## config.mk

```make
export PLATFORM = sky130hd
export DESIGN_NAME = fps_prescaler_top
export DESIGN_NICKNAME = d
export VERILOG_FILES = /design/src/design/fps_sync3.v /design/src/design/fps_frame_div.v /design/src/design/fps_prescaler_top.v
export VERILOG_INCLUDE_DIRS = /design/src /design/src/shared
export SDC_FILE = /design/constraint.sdc
export NUM_CORES = 1
export LEC_CHECK = 0
export BUFFER_PORTS_ARGS = -buffer_cell sky130_fd_sc_hd__buf_2
export CAP_MARGIN = 40
export CORE_ASPECT_RATIO = 0.75
export CORE_MARGIN = 8
export CORE_UTILIZATION = 35
export CTS_CLUSTER_SIZE = 40
export DETAILED_ROUTE_END_ITERATION = 12
export GPL_TIMING_DRIVEN = 0
export PLACE_DENSITY = 0.58
export SYNTH_ARGS = -nofsm -noshare
export SYNTH_HDL_FRONTEND = slang
export SYNTH_SLANG_ARGS = --single-unit
export TNS_END_PERCENT = 30
```

## constraint.sdc

```tcl
create_clock -name ref_clk -period 3.35 [get_ports ref_clk]
set_input_delay 0.67 -clock ref_clk [delete_from_list [all_inputs] [get_ports ref_clk]]
set_output_delay 0.67 -clock ref_clk [all_outputs]
set_load 0.02 [all_outputs]
```

## src/shared/fps_defines.vh

```
// Constants of the frame-rate prescaler and static-output block.
`ifndef FPS_DEFINES_VH
`define FPS_DEFINES_VH

// Command byte patterns and field positions.
`define FPS_CMD_LCD_PAT      3'h1
`define FPS_CMD_LCD_MSB      7
`define FPS_CMD_LCD_LSB      5
`define FPS_CMD_PWM_PAT      4'h4
`define FPS_CMD_PWM_MSB      7
`define FPS_CMD_PWM_LSB      4
`define FPS_CMD_STLO_PAT     5'h0c
`define FPS_CMD_STHI_PAT     5'h0d
`define FPS_CMD_ST_MSB       7
`define FPS_CMD_ST_LSB       3
`define FPS_LCD_FIELD_MSB    4
`define FPS_PWM_FIELD_MSB    3
`define FPS_ST_FIELD_MSB     2
`define FPS_LCD_CODE_MAX     5'h16

// Reset values.
`define FPS_LCD_SEL_RESET    5'h0e
`define FPS_PWM_SEL_RESET    4'h7
`define FPS_STATIC_RESET     3'h0

// Output mode that selects the static level.
`define FPS_MODE_STATIC      2'h2

// Frame divisors.
`define FPS_LCD_FRAME_DIV    8'h30
`define FPS_PWM_FRAME_DIV    8'h80

// Timing: reference clock and the 230 kHz internal oscillator it emulates.
`define FPS_REF_CLK_HZ       200000000
`define FPS_INT_OSC_HZ       230000
`define FPS_INT_OSC_CYCLES   (`FPS_REF_CLK_HZ / `FPS_INT_OSC_HZ)

`endif

```

## src/design/fps_sync3.v

```verilog
// Three-stage synchroniser with agreement filter and rising-edge pulse.
`timescale 1ns/10ps
`default_nettype none
module fps_sync3 (
   // Clock and reset
   input  wire refClk,
   input  wire resetN,
   // Asynchronous input
   input  wire asyncIn,
   // Synchronised level and rising-edge pulse
   output reg  level_q,
   output reg  rise_q
);
   reg stage1_q;
   reg stage2_q;
   reg stage3_q;

   // The first stage is read only by the second to keep metastability contained.
   always @(posedge refClk or negedge resetN) begin
      if (!resetN) begin
         stage1_q <= 1'b0;
         stage2_q <= 1'b0;
         stage3_q <= 1'b0;
         level_q  <= 1'b0;
         rise_q   <= 1'b0;
      end else begin
         stage1_q <= asyncIn;
         stage2_q <= stage1_q;
         stage3_q <= stage2_q;
         rise_q   <= 1'b0;
         if (stage2_q == stage3_q) begin
            level_q <= stage3_q;
            rise_q  <= stage3_q & ~level_q;
         end
      end
   end
endmodule // fps_sync3
`default_nettype wire

```

## src/design/fps_frame_div.v

```verilog
// Tick-driven modulo counter that emits one pulse per full count.
`timescale 1ns/10ps
`default_nettype none
module fps_frame_div (
   // Clock and reset
   input  wire       refClk,
   input  wire       resetN,
   // Input tick and modulus
   input  wire       tickIn,
   input  wire [7:0] modulus,
   // Output pulse and running count
   output reg        pulse_q,
   output reg  [7:0] count_q
);
   // Wrapping on greater-or-equal keeps the counter sane when the modulus shrinks mid-count.
   always @(posedge refClk or negedge resetN) begin
      if (!resetN) begin
         count_q <= 8'h00;
         pulse_q <= 1'b0;
      end else begin
         pulse_q <= 1'b0;
         if (tickIn) begin
            if (count_q >= modulus - 8'h01) begin
               count_q <= 8'h00;
               pulse_q <= 1'b1;
            end else begin
               count_q <= count_q + 8'h01;
            end
         end
      end
   end
endmodule // fps_frame_div
`default_nettype wire

```

## src/design/fps_prescaler_top.v

```verilog
// Frame-rate prescalers for LCD and PWM plus the six static output levels.
//
// Contract
// - Byte with top bits 001 loads the five-bit LCD divider select; the code drops codes above 10110 and keeps the old select.
// - Slow 9.6 kHz clock: one LCD frame per 48 clock periods, select ignored.
// - 230 kHz clock: one LCD frame per 48 times q clock periods.
// - LCD select maps to q by the fixed table; reset code 01110.
// - Internal oscillator may drive system clock divided by q on the oscillator pin.
// - Byte with top bits 0100 loads the four-bit PWM divider select.
// - 230 kHz clock: one PWM frame per 128 times p clock periods.
// - PWM select maps to p by the fixed table; reset code 0111.
// - PWM frame timing always runs from a 230 kHz clock.
// - Static-mode outputs drive their stored static level constantly.
// - Byte with top bits 01100 loads static levels 2..0 from bits 2..0.
// - Byte with top bits 01101 loads static levels 5..3 from bits 2..0.
// - Static levels reset to 0 (low); writing 1 drives high.
// - Clock-rate select 0 means 9600 Hz, 1 means 230000 Hz.
// - Output uses its static level only when its mode field is 10.
// - PWM with slow external clock starts the internal oscillator for PWM timing.
`timescale 1ns/10ps
`default_nettype none
`include "fps_defines.vh"
module fps_prescaler_top (
   // Clock and reset
   input  wire        ref_clk,
   input  wire        reset_n,
   // Command byte from the bus front end
   input  wire        cmdValid,
   input  wire [7:0]  cmdByte,
   // Clock configuration from the oscillator-control settings
   input  wire        externalClockSelect,
   input  wire        clockRateSelect,
   input  wire        clockOutEnable,
   input  wire        pwmEnable,
   // Output mode fields, two bits per output
   input  wire [11:0] outputModeField,
   // Oscillator pin
   input  wire        oscPinIn,
   output reg         oscPinOut_q,
   output reg         oscPinOe_q,
   // Frame timing
   output reg         lcdFrameTick_q,
   output reg         pwmFrameTick_q,
   output reg         oscillatorRunning_q,
   // Static outputs
   output reg  [5:0]  staticLevelOut_q,
   output reg  [5:0]  staticEnable_q,
   // Configuration state
   output reg  [4:0]  lcdFrameDividerSelect_q,
   output reg  [3:0]  pwmFrameDividerSelect_q
);
   reg  [2:0]  staticLevelLow_q;
   reg  [2:0]  staticLevelHigh_q;
   reg  [9:0]  oscCount_q;
   reg         intTick_q;
   reg         lcdClkTick_q;
   reg         pwmClkTick_q;
   reg  [7:0]  qFactor;
   reg  [7:0]  pFactor;
   wire        extLevel;
   wire        extRise;
   wire        qPulse;
   wire [7:0]  qCount;
   wire        lcdFramePulse;
   wire        pPulse;
   wire        pwmFramePulse;
   wire        slowMode;
   wire        oscRunning;
   wire        lcdBaseTick;
   wire [5:0]  staticLevelAll;
   wire [9:0]  oscLast;
   wire [31:0] oscLastWide;
   wire        lcdCmdHit;
   wire        lcdCodeValid;
   wire        pwmCmdHit;
   wire        staticLowCmdHit;
   wire        staticHighCmdHit;
   wire        pwmFromPin;
   wire        lcdTickSrc;
   wire        pwmTickSrc;
   wire        pinDriveOn;
   wire        pinHalfHigh;
   wire [5:0]  staticModeHit;

   // The divide yields a 32-bit integer; only the low ten bits hold the period.
   assign oscLastWide    = `FPS_INT_OSC_CYCLES - 1;
   assign oscLast        = oscLastWide[9:0];
   assign staticLevelAll = {staticLevelHigh_q, staticLevelLow_q};

   // Slow mode only exists with an external clock; select 0 means 9600 Hz.
   assign slowMode   = externalClockSelect & ~clockRateSelect;
   // The internal oscillator also runs when PWM needs 230 kHz but the pin gives 9.6 kHz.
   assign oscRunning = ~externalClockSelect | (pwmEnable & slowMode);

   // Pattern matches are kept apart so each command visibly touches only its own field.
   assign lcdCmdHit        = (cmdByte[`FPS_CMD_LCD_MSB:`FPS_CMD_LCD_LSB] == `FPS_CMD_LCD_PAT);
   assign lcdCodeValid     = (cmdByte[`FPS_LCD_FIELD_MSB:0] <= `FPS_LCD_CODE_MAX);
   assign pwmCmdHit        = (cmdByte[`FPS_CMD_PWM_MSB:`FPS_CMD_PWM_LSB] == `FPS_CMD_PWM_PAT);
   assign staticLowCmdHit  = (cmdByte[`FPS_CMD_ST_MSB:`FPS_CMD_ST_LSB] == `FPS_CMD_STLO_PAT);
   assign staticHighCmdHit = (cmdByte[`FPS_CMD_ST_MSB:`FPS_CMD_ST_LSB] == `FPS_CMD_STHI_PAT);

   // Command decode: each pattern touches only its own field.
   always @(posedge ref_clk or negedge reset_n) begin
      if (!reset_n) begin
         lcdFrameDividerSelect_q <= `FPS_LCD_SEL_RESET;
         pwmFrameDividerSelect_q <= `FPS_PWM_SEL_RESET;
         staticLevelLow_q        <= `FPS_STATIC_RESET;
         staticLevelHigh_q       <= `FPS_STATIC_RESET;
      end else if (cmdValid) begin
         // Codes past the last table entry have no divide factor and are dropped.
         if (lcdCmdHit && lcdCodeValid) begin
            lcdFrameDividerSelect_q <= cmdByte[`FPS_LCD_FIELD_MSB:0];
         end
         if (pwmCmdHit) begin
            pwmFrameDividerSelect_q <= cmdByte[`FPS_PWM_FIELD_MSB:0];
         end
         if (staticLowCmdHit) begin
            staticLevelLow_q <= cmdByte[`FPS_ST_FIELD_MSB:0];
         end
         if (staticHighCmdHit) begin
            staticLevelHigh_q <= cmdByte[`FPS_ST_FIELD_MSB:0];
         end
      end
   end

   // Divide factor q for the LCD prescaler.
   always @* begin
      case (lcdFrameDividerSelect_q)
         5'h00:   qFactor = 8'h50;
         5'h01:   qFactor = 8'h44;
         5'h02:   qFactor = 8'h3c;
         5'h03:   qFactor = 8'h35;
         5'h04:   qFactor = 8'h30;
         5'h05:   qFactor = 8'h2c;
         5'h06:   qFactor = 8'h28;
         5'h07:   qFactor = 8'h25;
         5'h08:   qFactor = 8'h22;
         5'h09:   qFactor = 8'h20;
         5'h0a:   qFactor = 8'h1e;
         5'h0b:   qFactor = 8'h1c;
         5'h0c:   qFactor = 8'h1b;
         5'h0d:   qFactor = 8'h19;
         5'h0e:   qFactor = 8'h18;
         5'h0f:   qFactor = 8'h17;
         5'h10:   qFactor = 8'h16;
         5'h11:   qFactor = 8'h15;
         5'h12:   qFactor = 8'h14;
         5'h13:   qFactor = 8'h13;
         5'h14:   qFactor = 8'h12;
         5'h15:   qFactor = 8'h11;
         5'h16:   qFactor = 8'h10;
         default: qFactor = 8'h18;
      endcase
   end

   // Divide factor p for the PWM prescaler.
   always @* begin
      case (pwmFrameDividerSelect_q)
         4'h0:    pFactor = 8'h1e;
         4'h1:    pFactor = 8'h1a;
         4'h2:    pFactor = 8'h16;
         4'h3:    pFactor = 8'h14;
         4'h4:    pFactor = 8'h12;
         4'h5:    pFactor = 8'h10;
         4'h6:    pFactor = 8'h0f;
         4'h7:    pFactor = 8'h0e;
         4'h8:    pFactor = 8'h0d;
         4'h9:    pFactor = 8'h0c;
         4'ha:    pFactor = 8'h0b;
         4'hb:    pFactor = 8'h0a;
         4'hc:    pFactor = 8'h09;
         4'hd:    pFactor = 8'h08;
         4'he:    pFactor = 8'h07;
         default: pFactor = 8'h06;
      endcase
   end

   // The oscillator pin comes from another clock domain.
   fps_sync3 u_pinSync (
      .refClk  (ref_clk),
      .resetN  (reset_n),
      .asyncIn (oscPinIn),
      .level_q (extLevel),
      .rise_q  (extRise)
   );

   // Internal 230 kHz oscillator emulated as an enable pulse from the reference clock.
   always @(posedge ref_clk or negedge reset_n) begin
      if (!reset_n) begin
         oscCount_q <= 10'h000;
         intTick_q  <= 1'b0;
      end else begin
         intTick_q <= 1'b0;
         if (!oscRunning) begin
            oscCount_q <= 10'h000;
         end else if (oscCount_q == oscLast) begin
            oscCount_q <= 10'h000;
            intTick_q  <= 1'b1;
         end else begin
            oscCount_q <= oscCount_q + 10'h001;
         end
      end
   end

   // The PWM clock is taken from the pin only when the pin carries the full 230 kHz.
   assign pwmFromPin = externalClockSelect & clockRateSelect;
   assign lcdTickSrc = externalClockSelect ? extRise : intTick_q;
   assign pwmTickSrc = pwmFromPin ? extRise : intTick_q;

   // Clock ticks feeding the LCD and PWM timing.
   always @(posedge ref_clk or negedge reset_n) begin
      if (!reset_n) begin
         lcdClkTick_q <= 1'b0;
         pwmClkTick_q <= 1'b0;
      end else begin
         lcdClkTick_q <= lcdTickSrc;
         // A 9.6 kHz pin clock would make the LEDs flicker, so PWM falls back to the oscillator.
         pwmClkTick_q <= pwmTickSrc;
      end
   end

   // LCD prescaler by q; its count also shapes the intermediate clock on the pin.
   fps_frame_div u_lcdPrescale (
      .refClk  (ref_clk),
      .resetN  (reset_n),
      .tickIn  (lcdClkTick_q),
      .modulus (qFactor),
      .pulse_q (qPulse),
      .count_q (qCount)
   );

   // In slow mode the prescaler is bypassed and the frame divider sees every clock.
   assign lcdBaseTick = slowMode ? lcdClkTick_q : qPulse;

   fps_frame_div u_lcdFrame (
      .refClk  (ref_clk),
      .resetN  (reset_n),
      .tickIn  (lcdBaseTick),
      .modulus (`FPS_LCD_FRAME_DIV),
      .pulse_q (lcdFramePulse),
      .count_q ()
   );

   // PWM prescaler by p; the frame divider behind it then counts the 128 PWM steps.
   fps_frame_div u_pwmPrescale (
      .refClk  (ref_clk),
      .resetN  (reset_n),
      .tickIn  (pwmClkTick_q),
      .modulus (pFactor),
      .pulse_q (pPulse),
      .count_q ()
   );

   fps_frame_div u_pwmFrame (
      .refClk  (ref_clk),
      .resetN  (reset_n),
      .tickIn  (pPulse),
      .modulus (`FPS_PWM_FRAME_DIV),
      .pulse_q (pwmFramePulse),
      .count_q ()
   );

   // Pin is high for the first q/2 counts of each q, about half duty; the pin is only driven off the internal oscillator.
   assign pinDriveOn  = ~externalClockSelect & clockOutEnable;
   assign pinHalfHigh = (qCount < {1'b0, qFactor[7:1]});

   // Registered outputs.
   always @(posedge ref_clk or negedge reset_n) begin
      if (!reset_n) begin
         lcdFrameTick_q      <= 1'b0;
         pwmFrameTick_q      <= 1'b0;
         oscillatorRunning_q <= 1'b0;
         oscPinOut_q         <= 1'b0;
         oscPinOe_q          <= 1'b0;
      end else begin
         lcdFrameTick_q      <= lcdFramePulse;
         pwmFrameTick_q      <= pwmFramePulse;
         oscillatorRunning_q <= oscRunning;
         oscPinOe_q          <= pinDriveOn;
         oscPinOut_q         <= pinDriveOn & pinHalfHigh;
      end
   end

   // Static outputs, one per channel.
   genvar ch;
   generate
      for (ch = 0; ch < 6; ch = ch + 1) begin : g_static
         assign staticModeHit[ch] = (outputModeField[2*ch+1:2*ch] == `FPS_MODE_STATIC);
         always @(posedge ref_clk or negedge reset_n) begin
            if (!reset_n) begin
               staticEnable_q[ch]   <= 1'b0;
               staticLevelOut_q[ch] <= 1'b0;
            end else begin
               staticEnable_q[ch]   <= staticModeHit[ch];
               staticLevelOut_q[ch] <= staticLevelAll[ch];
            end
         end
      end
   endgenerate
endmodule // fps_prescaler_top
`default_nettype wire

```

==> flow_summary.toml <==
[cts]
cts.path.max_buffers = 2
cts_root_buf = "clkbuf_16"
clock_sinks = 86
post_cts_resized = 0
path_clk_slew_ns = 0.06
htreeDepth = 3
cts_tree = "yes"
cts_buffers = 9
post_cts_buffers = 0
clkLatencyLatePin_ns = 0.33
holdBufCountCts = 0

[critical_path]
path_max_fanout = 9
path_cells = "inv_1 -> ha_1 -> and2_1 -> o211ai_1 -> and2_1 -> ha_2 -> nand3_1 -> xnor2_1 -> ha_1 -> a211o_1 -> a31oi_2 -> o21ai_4 -> and2_1"
cpLargestDelayFamily = "compound AO/OA/AOI/OAI gates"
critical_path.max_stage_delay_ns = 0.63
r2r_start = "lcdFrameDividerSelect_q[1]"
endpoint_kind = "register"
path_common_cell = "and2_1"
critPathBufInv = 1
crit_path_start_kind = "register"
crit_type = "register to register"
arrival_ns = 3.39
crit_start = "lcdFrameDividerSelect_q[1]"
critPathRequiredTime_ns = 3.58
crit_slowest_cell = "dfstp_2"

[synthesis]
synth-seq-cells = 86
avgSynthCellArea_um2 = 10.5
synthArstFlopShare_pct = 100
syn_inst = 434
synth_ff_type = "dfrtp_1"
synth_edf_count = 0
ys_types = 62
synth_nets = 498
ys_seq_area_share_pct = 47.4
syn-cell-area_mm2 = 0.00456
synth_warnings = 0

[placed_design]
place_congestion = 0.783
dp_cells = 659
postPlaceCellArea_mm2 = 0.00507
pre_cts_ws_ns = 0.0729
portBuffers = 53
dpl.hpwl_um = 6710

[die]
start_util_pct = 35.5
dieArea_mm2 = 0.0170
ios = 54
coreArea_mm2 = 0.0128
die_x_um = 148
die_h_um = 115
rows = 36

[global_routing]
grt_pass1_vias = 3202
grt_overflow_total = 0
grt_usage_pct = 11.2
grt_max_degree = 54
antenna_found_initial = 0
grt_pass1_wl_um = 15600

[timing]
hold_viol_final = 0
layout_setup_ws_ns = 0.184
rsz0062_at_grt = "no"
clock_skew_ns = 0.00481
fin_crit_sh_pct = 94.5
clock.fmax_mhz = 316
setup_viol = 0
tns_ns = 0
layout_min_cycle_time_ns = 3.17
drv_slew = 0

[final_layout]
nFillCells = 1248
diodes = 0
fin_cells = 675
area_growth_pct = 18.5
final_nets = 563
layout-drive-gt1-share_pct = 20.8
final_area_mm2 = 0.00541
utilization_pct = 42.1

[detailed_routing]
avgRoutedWirePerCell_um = 13.4
drt_wl_total_um = 9070
dr.pass1.iters = 4
num_vias = 3295
route.detailed.vias_per_inst = 4.88
drt_iter0_drc = 203
ant_nets = 0
drc_errors = 0

[pwr]
max-vdd-ir-drop_mv = 0.346
p_per_area_mw_per_mm2 = 665
p_leak_uw = 0.00251

[flow_run]
cap_violations = 0

[worst_hold_path]
hold_path.class = "input pin to async pin"

[outcome]
status = "finished clean"
-- final timing paths --
kind,cells past startpoint,slack (ns),to
worst max-delay path,13,0.18,u_lcdPrescale.pulse_q
worst min register to register,0,0.35,u_pinSync.stage2_q
min in group ref_clk,0,0.35,u_pinSync.stage2_q
worst max register to register,13,0.18,u_lcdPrescale.pulse_q
worst min-delay path,1,0.28,u_lcdFrame.count_q[1]
max in group asynchronous,2,2.46,u_pwmFrame.pulse_q
-- placed cells by master (no fill, tap or decap), types with 2 or more instances in the layout --
cell / netlist / final
a211o_1: 2 / 2
a21o_1: 4 / 4
a21oi_1: 22 / 22
a31o_2: 2 / 2
a31oi_1: 4 / 3
and2_1: 8 / 8
and2b_1: 2 / 2
and3_1: 5 / 5
buf_2: 1 / 53
buf_4: 1 / 2
buf_6: 2 / 2
clkbuf_1: 5 / 6
clkbuf_16: 0 / 9
clkbuf_8: 0 / 2
clkinv_4: 0 / 2
dfrtp_1: 80 / 79
dfstp_2: 6 / 6
ha_1: 36 / 35
inv_1: 16 / 16
mux2_1: 5 / 5
mux2_2: 8 / 8
mux2i_1: 4 / 4
nand2_1: 35 / 35
nand2b_1: 10 / 10
nand3_1: 17 / 17
nand4_1: 9 / 9
nand4b_1: 2 / 2
nor2_1: 31 / 31
nor2b_1: 13 / 13
nor3_1: 6 / 6
o2111ai_1: 5 / 5
o211ai_1: 3 / 3
o21ai_0: 21 / 21
o21ai_1: 6 / 4
o22ai_1: 2 / 2
o311ai_1: 2 / 2
or3_1: 2 / 2
xnor2_1: 15 / 15
xor2_1: 16 / 16
-- power by group --
group | internal, uW | total (uW) | switching [uW]
registers | 1200 | 1380 | 178
logic | 526 | 1200 | 674
clock network | 621 | 1020 | 395
total | 2350 | 3600 | 1250
-- cell families after synthesis --
| kind of cell | share of synthesized area [%] |
|---|---|
| AND/OR/NAND/NOR | 18.0 |
| AO/OA/AOI/OAI | 11.9 |
| XOR/XNOR | 5.95 |
| other | 0.0822 |
| buffers and inverters | 2.58 |
| flip-flops | 47.4 |
| multiplexers | 4.09 |
| adder cells (fa/ha/maj) | 10.1 |
-- flip-flops by register name (all words and copies together), names as in the netlist, 3 cells and up --
register and count:
u_lcdPrescale.count_q 8, staticLevelHigh_q 3, staticLevelOut_q 6, u_pwmFrame.count_q 8
lcdFrameDividerSelect_q 5, staticEnable_q 6, u_lcdFrame.count_q 8, u_pwmPrescale.count_q 8
staticLevelLow_q 3, oscCount_q 10, pwmFrameDividerSelect_q 4
-- area by class of cell --
type | instances | area (um^2) | area share, %
Clock buffer | 12 | 256 | 4.74
Tap cell | 171 | 214 | 3.96
Inverter | 17 | 63.8 | 1.18
Multi-Input combinational cell | 322 | 2310 | 42.7
Clock inverter | 4 | 55.1 | 1.02
Timing Repair Buffer | 54 | 295 | 5.46
Buffer | 9 | 53.8 | 0.995
Sequential cell | 86 | 2160 | 40.0
-- cells in the mapped netlist (2+ instances only) --
master / number / area (um^2)
a211o_1: 2 / 17.5
a21o_1: 4 / 30.0
a21oi_1: 22 / 110
a31o_2: 2 / 17.5
a31oi_1: 4 / 25.0
and2_1: 8 / 50.1
and2b_1: 2 / 15.0
and3_1: 5 / 31.3
buf_6: 2 / 22.5
clkbuf_1: 5 / 18.8
dfrtp_1: 80 / 2000
dfstp_2: 6 / 158
ha_1: 36 / 450
inv_1: 16 / 60.1
mux2_1: 5 / 56.3
mux2_2: 8 / 90.1
mux2i_1: 4 / 40.0
nand2_1: 35 / 131
nand2b_1: 10 / 62.6
nand3_1: 17 / 85.1
nand4_1: 9 / 56.3
nand4b_1: 2 / 17.5
nor2_1: 31 / 116
nor2b_1: 13 / 81.3
nor3_1: 6 / 30.0
o2111ai_1: 5 / 43.8
o211ai_1: 3 / 22.5
o21ai_0: 21 / 105
o21ai_1: 6 / 30.0
o22ai_1: 2 / 12.5
o311ai_1: 2 / 17.5
or3_1: 2 / 12.5
xnor2_1: 15 / 131
xor2_1: 16 / 140
-- per-layer routing --
layer,vias up,wire (um),track usage (%)
li1,1670,-,-
met2,61,3670,15.1
met5,-,0,0
met3,7,381,3.66
met4,0,92,3.05
met1,1557,4920,16.7
-- metrics by stage --
stage          hold slack, ns  power, uW
3_5_place_dp            0.335       2550
4_1_cts                 0.290       3590
6_report                0.282       3600
5_1_grt                 0.300       3880
3_3_place_gp            0.333       2510
2_1_floorplan           0.331       2220
(Power assumes the default switching activity.)
